===== src/mbh_map.svh =====
`ifndef MBH_MAP_SVH
`define MBH_MAP_SVH

// clock period and internal access time, both in ns
`define MBH_CLK_PERIOD_NS 10
`define MBH_ACCESS_NS 10

// field positions inside the composed 20-bit host address
`define MBH_HI_ADDR_LSB 16
`define MBH_BURST_LOW_BITS 4

// reset values
`define MBH_RST_BYTE 8'h00
`define MBH_RST_ADDR 20'h00000

`endif


===== src/mbh_bus_if_end.sv =====
`timescale 1ns/1ns
`default_nettype none
`default_nettype wire


===== src/mbh_pkg.sv =====
package mbh_pkg;

    // strobe styles: separate write/read/fetch, single read, direction plus strobe
    typedef enum logic [1:0] {
        MBH_STYLE_SEP,
        MBH_STYLE_ONE_RD,
        MBH_STYLE_DIR
    } mbh_style_t;

    typedef enum logic {
        MBH_BUS_MUX,
        MBH_BUS_NONMUX
    } mbh_bus_t;

    typedef struct packed {
        mbh_style_t style;
        mbh_bus_t bus;
        logic page;
        logic burst;
        logic ds_low;
    } mbh_cfg_t;

    typedef enum logic [1:0] {
        MBH_RD_IDLE,
        MBH_RD_WAIT,
        MBH_RD_DRIVE
    } mbh_rd_state_t;

endpackage : mbh_pkg


===== src/mbh_sync.sv =====
`timescale 1ns/1ns
`default_nettype none

module mbh_sync #(
    parameter int W = 1
) (
    input wire logic clk_in,
    input wire logic rst_in,
    input wire logic [W-1:0] d_in,
    output logic [W-1:0] q_out
);
    if (W < 1) begin : g_bad_width
        $error("mbh_sync width must be at least one");
    end

    for (genvar i = 0; i < W; i++) begin : g_bit
        logic meta_q;
        always_ff @(posedge clk_in) begin
            if (rst_in) begin
                meta_q <= 1'b0;
                q_out[i] <= 1'b0;
            end else begin
                meta_q <= d_in[i];
                q_out[i] <= meta_q;
            end
        end
    end
endmodule : mbh_sync

`default_nettype wire


===== src/mbh_addr_latch.sv =====
`timescale 1ns/1ns
`default_nettype none

module mbh_addr_latch #(
    parameter int W = 16
) (
    input wire logic clk_in,
    input wire logic rst_in,
    input wire logic en_in,
    input wire logic [W-1:0] d_in,
    output logic [W-1:0] q_out
);
    if (W < 1) begin : g_bad_width
        $error("mbh_addr_latch width must be at least one");
    end

    // loads on every clock while the strobe is high, holds from its fall onward
    always_ff @(posedge clk_in) begin
        if (rst_in) begin
            q_out <= '0;
        end else if (en_in) begin
            q_out <= d_in;
        end
    end
endmodule : mbh_addr_latch

`default_nettype wire


===== src/mbh_bus_if.sv =====
`timescale 1ns/1ns
`default_nettype none
`include "mbh_map.svh"

// Function
// - bus style frozen from configuration at reset
// - separate strobes: write zero, read one, fetch two
// - direction on zero, data strobe on one
// - latch address on address strobe, hold it
// - drive data only on selected read
// - latched address can appear on ports A/B
// - port pins extend multiplexed address above fifteen, except in burst
// - non-multiplexed: address on port, data on A
// - non-multiplexed: port A floats unless host accesses
// - port pins extend non-multiplexed address too
// - address strobe unused on non-multiplexed bus
// - high byte enable ignored, bit zero selects
// - unused control two feeds general logic
// - single read: fetch strobe on control one
// - non-page: latch address every bus cycle
// - page hit keeps latched upper address
// - page mode rereads on low address change
// - burst: low four bits never multiplexed
// - burst holds upper bits, steps low four
// - direction style yields separate external strobes
// - address strobe captures bits above fifteen
module mbh_bus_if (
    input wire logic MCLK_IN,
    input wire logic SYS_RST_IN,
    input wire mbh_pkg::mbh_cfg_t CFG_IN,
    input wire logic ADDR_OUT_EN_IN,
    input wire logic CONTROL_INPUT_ZERO_IN,
    input wire logic CONTROL_INPUT_ONE_IN,
    input wire logic CONTROL_INPUT_TWO_IN,
    input wire logic ADDRESS_LATCH_STROBE_IN,
    input wire logic [15:0] ADDR_DATA_PORT_IN,
    output logic [7:0] ADDR_DATA_PORT_OUT,
    output logic ADDR_DATA_PORT_OE_OUT,
    input wire logic [7:0] PORT_A_IN,
    output logic [7:0] PORT_A_OUT,
    output logic PORT_A_OE_OUT,
    output logic [7:0] PORT_B_OUT,
    output logic PORT_B_OE_OUT,
    input wire logic [3:0] PORT_C_IN,
    output logic ACC_RD_OUT,
    output logic ACC_WR_OUT,
    output logic [19:0] ACC_ADDR_OUT,
    output logic ACC_ODD_BYTE_OUT,
    output logic [7:0] ACC_WDATA_OUT,
    input wire logic [7:0] ACC_RDATA_IN,
    input wire logic ACC_SEL_IN,
    output logic EXT_RD_STROBE_OUT,
    output logic EXT_WR_STROBE_OUT,
    output logic GEN_LOGIC_TWO_OUT
);
    import mbh_pkg::*;

    localparam int AccCycRaw =
        (`MBH_ACCESS_NS + `MBH_CLK_PERIOD_NS - 1) / `MBH_CLK_PERIOD_NS;
    localparam int AccCyc = (AccCycRaw < 1) ? 1 : AccCycRaw;
    localparam logic [3:0] AccCycW = 4'(AccCyc);

    if (AccCyc > 15) begin : g_bad_access
        $error("access time exceeds the wait counter");
    end

    mbh_cfg_t cfg_q;
    logic [31:0] raw_pins;
    logic [31:0] s_pins;
    logic [15:0] s_addr_data_port;
    logic [7:0] s_pa;
    logic [3:0] s_pc;
    logic [2:0] s_ctl;
    logic s_ale;
    logic mux_bus;
    logic lat_en;
    logic [15:0] lat;
    logic [3:0] hi_lat;
    logic [19:0] addr;
    logic [7:0] din;
    logic rd_act;
    logic wr_act;
    logic strb;
    logic rd_prev_q;
    logic wr_prev_q;
    logic rd_start;
    logic cap;
    mbh_rd_state_t state_q;
    logic [3:0] cnt_q;
    logic sel_q;
    logic drive_d;
    logic [1:0] warm_q;

    // every pin crosses into the clock domain before any decode looks at it
    assign raw_pins = {ADDR_DATA_PORT_IN, PORT_A_IN, PORT_C_IN,
                       CONTROL_INPUT_TWO_IN, CONTROL_INPUT_ONE_IN,
                       CONTROL_INPUT_ZERO_IN, ADDRESS_LATCH_STROBE_IN};

    mbh_sync #(.W(32)) u_sync (
        .clk_in(MCLK_IN),
        .rst_in(SYS_RST_IN),
        .d_in(raw_pins),
        .q_out(s_pins)
    );

    assign s_addr_data_port = s_pins[31:16];
    assign s_pa = s_pins[15:8];
    assign s_pc = s_pins[7:4];
    assign s_ctl = s_pins[3:1];
    assign s_ale = s_pins[0];

    // configuration is sampled only while reset is held, never at run time
    always_ff @(posedge MCLK_IN) begin
        if (SYS_RST_IN) begin
            cfg_q <= CFG_IN;
        end
    end

    assign mux_bus = (cfg_q.bus == MBH_BUS_MUX);
    // the strobe is ignored on a non-multiplexed bus
    assign lat_en = s_ale & mux_bus;

    mbh_addr_latch #(.W(16)) u_lat_lo (
        .clk_in(MCLK_IN),
        .rst_in(SYS_RST_IN),
        .en_in(lat_en),
        .d_in(s_addr_data_port),
        .q_out(lat)
    );

    mbh_addr_latch #(.W(4)) u_lat_hi (
        .clk_in(MCLK_IN),
        .rst_in(SYS_RST_IN),
        .en_in(lat_en),
        .d_in(s_pc),
        .q_out(hi_lat)
    );

    // compose the 20-bit host address for each bus shape
    always_comb begin
        addr = `MBH_RST_ADDR;
        unique case (cfg_q.bus)
            MBH_BUS_NONMUX: begin
                addr = {s_pc, s_addr_data_port};
            end
            MBH_BUS_MUX: begin
                if (cfg_q.burst) begin
                    addr = {lat, s_pa[`MBH_BURST_LOW_BITS-1:0]};
                end else if (cfg_q.page) begin
                    addr = {hi_lat, lat[7:0], s_addr_data_port[15:8]};
                end else begin
                    addr = {hi_lat, lat};
                end
            end
        endcase
    end

    assign din = mux_bus ? s_addr_data_port[7:0] : s_pa;

    // strobe decode; the separate-strobe styles use active-low pins
    assign strb = cfg_q.ds_low ? ~s_ctl[1] : s_ctl[1];

    // the synchroniser clears to zero while active-low strobes idle high, so
    // decode waits until real pin levels have crossed both flops; without this
    // a false strobe edge would follow every reset
    always_ff @(posedge MCLK_IN) begin
        if (SYS_RST_IN) begin
            warm_q <= 2'b00;
        end else begin
            warm_q <= {warm_q[0], 1'b1};
        end
    end

    always_comb begin
        rd_act = 1'b0;
        wr_act = 1'b0;
        unique case (cfg_q.style)
            MBH_STYLE_SEP: begin
                wr_act = ~s_ctl[0];
                rd_act = ~s_ctl[1] | ~s_ctl[2];
            end
            MBH_STYLE_ONE_RD: begin
                wr_act = ~s_ctl[0];
                rd_act = ~s_ctl[1];
            end
            MBH_STYLE_DIR: begin
                rd_act = strb & s_ctl[0];
                wr_act = strb & ~s_ctl[0];
            end
            default: begin
                rd_act = 1'b0;
                wr_act = 1'b0;
            end
        endcase
        if (!warm_q[1]) begin
            rd_act = 1'b0;
            wr_act = 1'b0;
        end
    end

    // page and burst hosts change only low bits inside one strobe
    assign rd_start = rd_act & (~rd_prev_q |
        ((cfg_q.page | cfg_q.burst) & mux_bus & (addr != ACC_ADDR_OUT)));
    assign cap = rd_act & ~rd_start & (state_q == MBH_RD_WAIT) & (cnt_q == 4'h0);
    assign drive_d = rd_act & ~rd_start &
        (((state_q == MBH_RD_DRIVE) & sel_q) | (cap & ACC_SEL_IN));

    always_ff @(posedge MCLK_IN) begin
        if (SYS_RST_IN) begin
            rd_prev_q <= 1'b0;
            wr_prev_q <= 1'b0;
        end else begin
            rd_prev_q <= rd_act;
            wr_prev_q <= wr_act;
        end
    end

    // read sequencer: wait the access time, then hold data until the strobe ends
    always_ff @(posedge MCLK_IN) begin
        if (SYS_RST_IN) begin
            state_q <= MBH_RD_IDLE;
            cnt_q <= 4'h0;
        end else if (!rd_act) begin
            state_q <= MBH_RD_IDLE;
            cnt_q <= 4'h0;
        end else if (rd_start) begin
            state_q <= MBH_RD_WAIT;
            cnt_q <= AccCycW;
        end else if (state_q == MBH_RD_WAIT) begin
            if (cnt_q == 4'h0) begin
                state_q <= MBH_RD_DRIVE;
            end else begin
                cnt_q <= cnt_q - 4'h1;
            end
        end
    end

    always_ff @(posedge MCLK_IN) begin
        if (SYS_RST_IN) begin
            ACC_RD_OUT <= 1'b0;
            ACC_WR_OUT <= 1'b0;
        end else begin
            ACC_RD_OUT <= rd_start;
            // writes fire on the trailing edge so the data has settled
            ACC_WR_OUT <= wr_prev_q & ~wr_act;
        end
    end

    always_ff @(posedge MCLK_IN) begin
        if (SYS_RST_IN) begin
            ACC_ADDR_OUT <= `MBH_RST_ADDR;
            ACC_ODD_BYTE_OUT <= 1'b0;
            ACC_WDATA_OUT <= `MBH_RST_BYTE;
        end else if (rd_start || wr_act) begin
            ACC_ADDR_OUT <= addr;
            // the high byte enable plays no part on an 8-bit bus
            ACC_ODD_BYTE_OUT <= addr[0];
            if (wr_act) begin
                ACC_WDATA_OUT <= din;
            end
        end
    end

    always_ff @(posedge MCLK_IN) begin
        if (SYS_RST_IN) begin
            sel_q <= 1'b0;
            ADDR_DATA_PORT_OUT <= `MBH_RST_BYTE;
        end else if (cap) begin
            sel_q <= ACC_SEL_IN;
            ADDR_DATA_PORT_OUT <= ACC_RDATA_IN;
        end
    end

    always_ff @(posedge MCLK_IN) begin
        if (SYS_RST_IN) begin
            ADDR_DATA_PORT_OE_OUT <= 1'b0;
            PORT_A_OE_OUT <= 1'b0;
            PORT_A_OUT <= `MBH_RST_BYTE;
            PORT_B_OUT <= `MBH_RST_BYTE;
            PORT_B_OE_OUT <= 1'b0;
        end else begin
            ADDR_DATA_PORT_OE_OUT <= drive_d & mux_bus;
            PORT_B_OE_OUT <= ADDR_OUT_EN_IN;
            PORT_B_OUT <= mux_bus ? addr[15:8] : addr[7:0];
            if (mux_bus) begin
                PORT_A_OE_OUT <= ADDR_OUT_EN_IN;
                PORT_A_OUT <= addr[7:0];
            end else begin
                PORT_A_OE_OUT <= drive_d;
                if (cap) begin
                    PORT_A_OUT <= ACC_RDATA_IN;
                end
            end
        end
    end

    always_ff @(posedge MCLK_IN) begin
        if (SYS_RST_IN) begin
            EXT_RD_STROBE_OUT <= 1'b0;
            EXT_WR_STROBE_OUT <= 1'b0;
            GEN_LOGIC_TWO_OUT <= 1'b0;
        end else begin
            EXT_RD_STROBE_OUT <= rd_act & (cfg_q.style == MBH_STYLE_DIR);
            EXT_WR_STROBE_OUT <= wr_act & (cfg_q.style == MBH_STYLE_DIR);
            GEN_LOGIC_TWO_OUT <= s_ctl[2] & (cfg_q.style != MBH_STYLE_SEP);
        end
    end
endmodule : mbh_bus_if

`default_nettype wire


===== config.mk =====
export PLATFORM = sky130hd
export DESIGN_NAME = mbh_bus_if
export DESIGN_NICKNAME = d
export VERILOG_FILES = /design/src/mbh_bus_if_end.sv /design/src/mbh_pkg.sv /design/src/mbh_sync.sv /design/src/mbh_addr_latch.sv /design/src/mbh_bus_if.sv
export VERILOG_INCLUDE_DIRS = /design/src
export SDC_FILE = /design/constraint.sdc
export NUM_CORES = 1
export LEC_CHECK = 0
export CAP_MARGIN = 0
export CORE_UTILIZATION = 40
export DETAILED_ROUTE_END_ITERATION = 10
export DONT_BUFFER_PORTS = 1
export GPL_TIMING_DRIVEN = 1
export HOLD_SLACK_MARGIN = 0.1
export PLACE_DENSITY = 0.53
export SLEW_MARGIN = 20
export SYNTH_ARGS = -nofsm -noshare
export SYNTH_HDL_FRONTEND = slang
export SYNTH_HIERARCHICAL = 1
export SYNTH_SLANG_ARGS = --single-unit
export TNS_END_PERCENT = 10

===== constraint.sdc =====
create_clock -name MCLK_IN -period 5.9 [get_ports MCLK_IN]
set_input_delay 0.59 -clock MCLK_IN [delete_from_list [all_inputs] [get_ports MCLK_IN]]
set_output_delay 0.59 -clock MCLK_IN [all_outputs]
set_load 0.1 [all_outputs]

# Yosys cells after proc, flatten, opt, wreduce, memory -nomap -nowiden
# Index checks and enable logic that the tools add are counted.
[totals] regBits=162 input_bits=50 output_inout_bits=61 wordCells=166
[op_classes] n_eq_ne=7 n_reduce_logical=14 bitwise_logic=30 add_sub_neg=1 n_mux=20
[ops] operator="20-bit case mux with 2 select lines" n=1
[ops] operator="8-bit 2-to-1 mux" n=4
[ops] operator="20-bit 2-to-1 mux" n=1
[ops] operator="20-bit inequality test" n=1
[ops] operator="1-bit bitwise AND" n=17
[ops] operator="16-bit 2-to-1 mux" n=1
[ops] operator="1-bit 2-to-1 mux" n=11
[ops] operator="2-bit AND reduction" n=5
[ops] operator="1-bit inverter" n=9
[ops] operator="2-bit nonzero test" n=3
[ops] operator="2-bit by 1-bit == test with 1-bit output (second input constant)" n=2
[ops] operator="2-bit == test (second input constant)" n=2
[ops] operator="4-bit logical NOT" n=1
[ops] operator="1-bit bitwise OR" n=4
[ops] operator="2-bit OR reduction" n=2
[ops] operator="4-bit by 1-bit subtractor with 4-bit output (second input constant)" n=1
[ops] operator="1-bit case mux with 3 select lines" n=1
[ops] operator="3-bit OR reduction" n=1
[ops] operator="2-bit logical NOT" n=1
[ops] operator="2-bit by 1-bit inequality test with 1-bit output (second input constant)" n=1
[ops] operator="2-bit inequality test (second input constant)" n=1
[ops] operator="1-bit case mux with 2 select lines" n=1
[ops] operator="1-bit logical OR" n=1

# Longest topological paths before layout
[logic_depth] ltp_word=15 ltp_mapped=13

# Hierarchy
# Netlist, hierarchy kept.
[by_module_without_submodules] mod="mbh_bus_if" instances=1 seq_area_each_um2=1601.5 area_per_inst_um2=4563.1 cells_per_inst=520
[by_module_without_submodules] mod="mbh_sync" instances=1 seq_area_each_um2=1281.2 area_per_inst_um2=1918.1 cells_per_inst=135
[by_module_without_submodules] mod="mbh_addr_latch at u_lat_lo" instances=1 seq_area_each_um2=320.3 area_per_inst_um2=580.6 cells_per_inst=52
[by_module_without_submodules] mod="mbh_addr_latch at u_lat_hi" instances=1 seq_area_each_um2=80.1 area_per_inst_um2=140.1 cells_per_inst=13

# Worst setup path before layout
# Ideal clock, no wire load.
[synth_path] kind="reg2reg" from="reg ACC_ADDR_OUT[12]" to="reg ACC_ADDR_OUT[13]" arrival_time_ns=2.971 path_buffers=2 setup_time_ns=0.137 slack_ns=2.792 stages_incl_launch_ff=11 required_time_ns=5.763 cell_sequence="dfxtp_1 > inv_1 > o211a_1 > o31ai_1 > o2111ai_1 > or4_4 > o21a_1 > buf_2 > buf_6 > nor3_1 > a311oi_2"
[synth_between] elab_chain_len=5
[synth_lines] item="from (decl)" line="mbh_bus_if.sv:47" rtl="output logic [19:0] ACC_ADDR_OUT,"
[synth_lines] item="from (signal assigned)" line="mbh_bus_if.sv:251" rtl="ACC_ADDR_OUT <= `MBH_RST_ADDR;"
[synth_lines] item="from (signal assigned)" line="mbh_bus_if.sv:255" rtl="ACC_ADDR_OUT <= addr;"
[synth_lines] item="20-bit inequality test" line="mbh_bus_if.sv:203" rtl="((cfg_q.page | cfg_q.burst) & mux_bus & (addr != ACC_ADDR_OUT)));"
[synth_lines] item="1-bit bitwise AND" line="mbh_bus_if.sv:203"
[synth_lines] item="1-bit bitwise OR" line="mbh_bus_if.sv:202" rtl="assign rd_start = rd_act & (~rd_prev_q |"
[synth_lines] item="1-bit bitwise AND" line="mbh_bus_if.sv:202"
[synth_lines] item="1-bit logical OR" line="mbh_bus_if.sv:254" rtl="end else if (rd_start || wr_act) begin"
# Every way passes these cells.
# A chain may end at the register's enable or synchronous reset.

# Worst setup path after layout
[layout_path] from="reg cfg_q[3] (netlist name)" to="reg ACC_ADDR_OUT[0]"
[layout_between] elab_chain_len=7 word_cells_on_any_way=8
[layout_lines] item="from (decl)" line="mbh_bus_if.sv:67" rtl="mbh_cfg_t cfg_q;"
[layout_lines] item="from (signal assigned)" line="mbh_bus_if.sv:115" rtl="cfg_q <= CFG_IN;"
[layout_lines] item="1-bit inverter" line="mbh_bus_if.sv:119, mbh_bus_if.sv:142"
[layout_lines] item="20-bit case mux with 2 select lines" line="mbh_bus_if.sv:142" rtl="unique case (cfg_q.bus)"
[layout_lines] item="20-bit inequality test" line="mbh_bus_if.sv:203"
[layout_lines] item="1-bit bitwise AND" line="mbh_bus_if.sv:203"
[layout_lines] item="1-bit bitwise OR" line="mbh_bus_if.sv:202"
[layout_lines] item="1-bit bitwise AND" line="mbh_bus_if.sv:202"
[layout_lines] item="1-bit logical OR" line="mbh_bus_if.sv:254"
# Several ways; a longest one is shown, not always the timed one.

==> results.yml <==
grt:
  grt_max_degree: 145
  grt_pass1_vias: 4940
  grt.total_usage_pct: 20.78
  grt-ovfl-total: 0
  grt_antenna_before_repair: 0
  grt_pass1_wl_mm: 28.30
timing:
  finClkSkew_ns: 0.01240
  maxSlewHeadroom_pct: 21.69
  finalCriticalPeriod_ns: 4.100
  setup_slack_ns: 1.800
  tns_ns: 0
  setup-violations-final: 0
  worst_pin_slew_ns: 1.173
  rsz0062_at_grt: "false"
  fmax_mhz: 243.9
  slew_viol_final: 0
  final_hold_viol_count: 0
  finalCritPeriodShare_pct: 69.50
drt:
  route.vias.total: 5199
  wirelength_mm: 18.85
  wire_per_inst_um: 20.24
  drc: 0
  viasPerCell: 5.584
  drt_iter0_drc: 386
  antenna_left: 0
  first_pass_iters: 4
finish:
  diodes: 0
  finalNonFillerCells: 931
  seqCellArea_um2: 3286
  multiInputGateArea_um2: 3522
  syn2layout_area_growth_pct: 8.165
  num-fill-cells: 1716
  fin_nets: 746
  drive_gt1_share_pct: 18.13
floorplanning:
  pin_count: 111
  row_count: 48
  die_y_um: 136.2
  dieArea_um2: 18550
  coreArea_um2: 17420
  initial_core_util_pct: 41.35
  die_x_um: 136.2
synthesis:
  syn_area_um2: 7202
  synth_fp_nets: 772
  synth_fa_ha_area_share_pct: 0.3475
  synthMuxAreaShare_pct: 8.930
  synth_top_family_by_area: "simple AND/OR/NAND/NOR gates"
  synth-simple-area-share_pct: 21.23
  seq_area_frac_synth_pct: 45.59
  synth-seq-cells: 161
  synth_cell_types: 72
  synth-compound-area-share_pct: 15.57
  avgSynthCellArea_um2: 10.00
  ys.flop_type: "dfxtp_1"
  synth_warnings: 6
  synthArstFlopShare_pct: 0
  yosys.area_share.xor_xnor_pct: 2.797
  synth_edf_count: 6
  synthCells: 720
clock_network:
  clk_latency_ns: 0.43
  cts-root-buf: "clkbuf_16"
  cts_resized: 0
  cts-buffers-inserted: 17
  cts.reportedPaths.clkPinSlew_ns: 0.07
  cts_setup_buffers: 0
  numClockSinks: 161
  htreeDepth: 4
  cts_tree: "yes"
  clock_path_buffers: 2
  cts_hold_buf: 0
worst_hold_path:
  hp-start: "SYS_RST_IN"
  hold_class: "in2reg"
  hold_depth: 1
  min_to: "u_sync/g_bit[0].meta_q"
power_and_ir_drop:
  p_per_area_nw_per_um2: 345.7
  ir_worst_vdd_v: 0.0001744
  p_leak_nw: 2.910
worst_setup_path:
  worst-r2r-setup-slack_ns: 1.80
  path_max_fanout: 36
  r2r_cells: 9
  cp_data_required_time_ns: 6.21
  worst_ep_arrival_time_ns: 4.41
  timing.rr.start: "cfg_q[3]"
  cp-start-kind: "register"
  end_kind: "register"
  reg2reg_to: "ACC_ADDR_OUT[0]"
  critPathKind: "reg2reg"
place:
  globalplace.congestion: 0.8309
  dp_worst_setup_slack_ns: 1.905
  dp_cells: 900
  hpwl_mm: 12.79
  portBuffers: 0
run_status:
  status: "finished clean"
flow_run:
  maxCapViolCount: 0
-- worst max path at each step --
stage	from	end	slack (ns)	cells past startpoint
after floorplan	ACC_ADDR_OUT[12]	ACC_ADDR_OUT[13]	2.79	10
after global placement	cfg_q[3]	ACC_ADDR_OUT[1]	1.90	9
after detailed placement	cfg_q[3]	ACC_ADDR_OUT[4]	1.91	9
after CTS	cfg_q[3]	ACC_ADDR_OUT[0]	1.89	9
after global routing	cfg_q[1]	cnt_q[1]	1.48	8
final	cfg_q[3]	ACC_ADDR_OUT[0]	1.80	9
-- per-stage QoR --
step	hold WS (ns)	cell area (um^2)	power, W	util [%]
global route	0.2186	7790	0.002802	44.73
CTS	0.2156	7789	0.002720	44.72
global placement	0.4178	7219	0.001641	41.45
detailed placement	0.4224	7219	0.001645	41.45
floorplan	0.4138	7202	0.001596	-
finish	0.2327	7790	0.002693	44.73
-- logic make-up (layout without fill, tap and decap cells) --
| family | after synthesis | in the layout |
|---|---|---|
| adder cells (fa/ha/maj) | 2 | 2 |
| AND/OR/NAND/NOR | 255 | 255 |
| buffers and inverters | 71 | 57 |
| flip-flops | 161 | 161 |
| XOR/XNOR | 23 | 23 |
| multiplexers | 63 | 63 |
| AO/OA/AOI/OAI | 145 | 145 |
-- routing by layer --
layer	GRT usage, %	wire [um]
met1	26.86	8712
met5	0	0
met2	32.68	8664
met3	5.817	1183
met4	7.840	287
-- sequential cells by signal (all words and copies together) (netlist names), 8 cells and up --
signal               cells
u_sync/g_bit.meta_q     32
u_sync/q_out            32
ACC_ADDR_OUT            20
u_lat_lo/q_out          16
ACC_WDATA_OUT            8
ADDR_DATA_PORT_OUT       8
PORT_A_OUT               8
PORT_B_OUT               8
-- cell usage after synthesis, types with 8 or more instances --
master	n	area, um^2
a21oi_1	28	140.1
xnor2_1	19	166.4
nand2b_1	14	87.58
inv_1	15	56.30
mux2i_1	53	530.5
a211oi_1	12	90.09
nand3_1	13	65.06
mux2_2	10	112.6
clkbuf_1	20	75.07
o221ai_1	9	78.83
nor3_1	18	90.09
nor2_1	58	217.7
dfxtp_1	155	3103
buf_6	9	101.4
and3_1	12	75.07
nor2b_2	60	525.5
o211a_1	12	120.1
o31a_1	9	78.83
nand2_1	36	135.1
buf_2	14	70.07
a221oi_1	8	70.07
o211ai_1	9	67.56
nor2b_1	12	75.07
o21ai_0	11	55.05
-- cell type report --
cell class	count	share of cell area (%)
clock inverter	13	1.670
timing repair buffer	9	0.8673
tap	225	3.614
clock buffer	18	5.638
sequential	161	42.18
inverter	17	0.8191
multi-input combinational	488	45.21
-- cells in the final DEF, fill, tap and decap left out, drive strengths merged, types with 13 or more instances in the layout --
cell / netlist / final
nand2b: 14 / 14
inv: 16 / 21
a21oi: 28 / 28
nor3: 21 / 21
dfxtp: 155 / 155
nand3: 13 / 13
o21ai: 13 / 13
nand2: 37 / 37
nor2b: 72 / 72
mux2i: 53 / 53
nor2: 58 / 58
a211oi: 13 / 13
xnor2: 19 / 19
clkbuf: 21 / 18
-- worst max-delay path, stage by stage, from the launching register on --
cell	delay [ns]
edfxtp_1	0.48
buf_4	0.29
inv_1	0.69
o211ai_1	0.25
and3_1	0.26
o211ai_1	0.33
nand4bb_1	0.31
o21a_1	0.87
o221ai_1	0.27
o211a_1	0.19
-- where the power goes --
group / internal [W] / switching [W]
registers: 0.00114 / 0.000218
logic: 0.000111 / 0.000149
clock network: 0.000599 / 0.000472
total: 0.00185 / 0.000839
(Power assumes the default switching activity.)
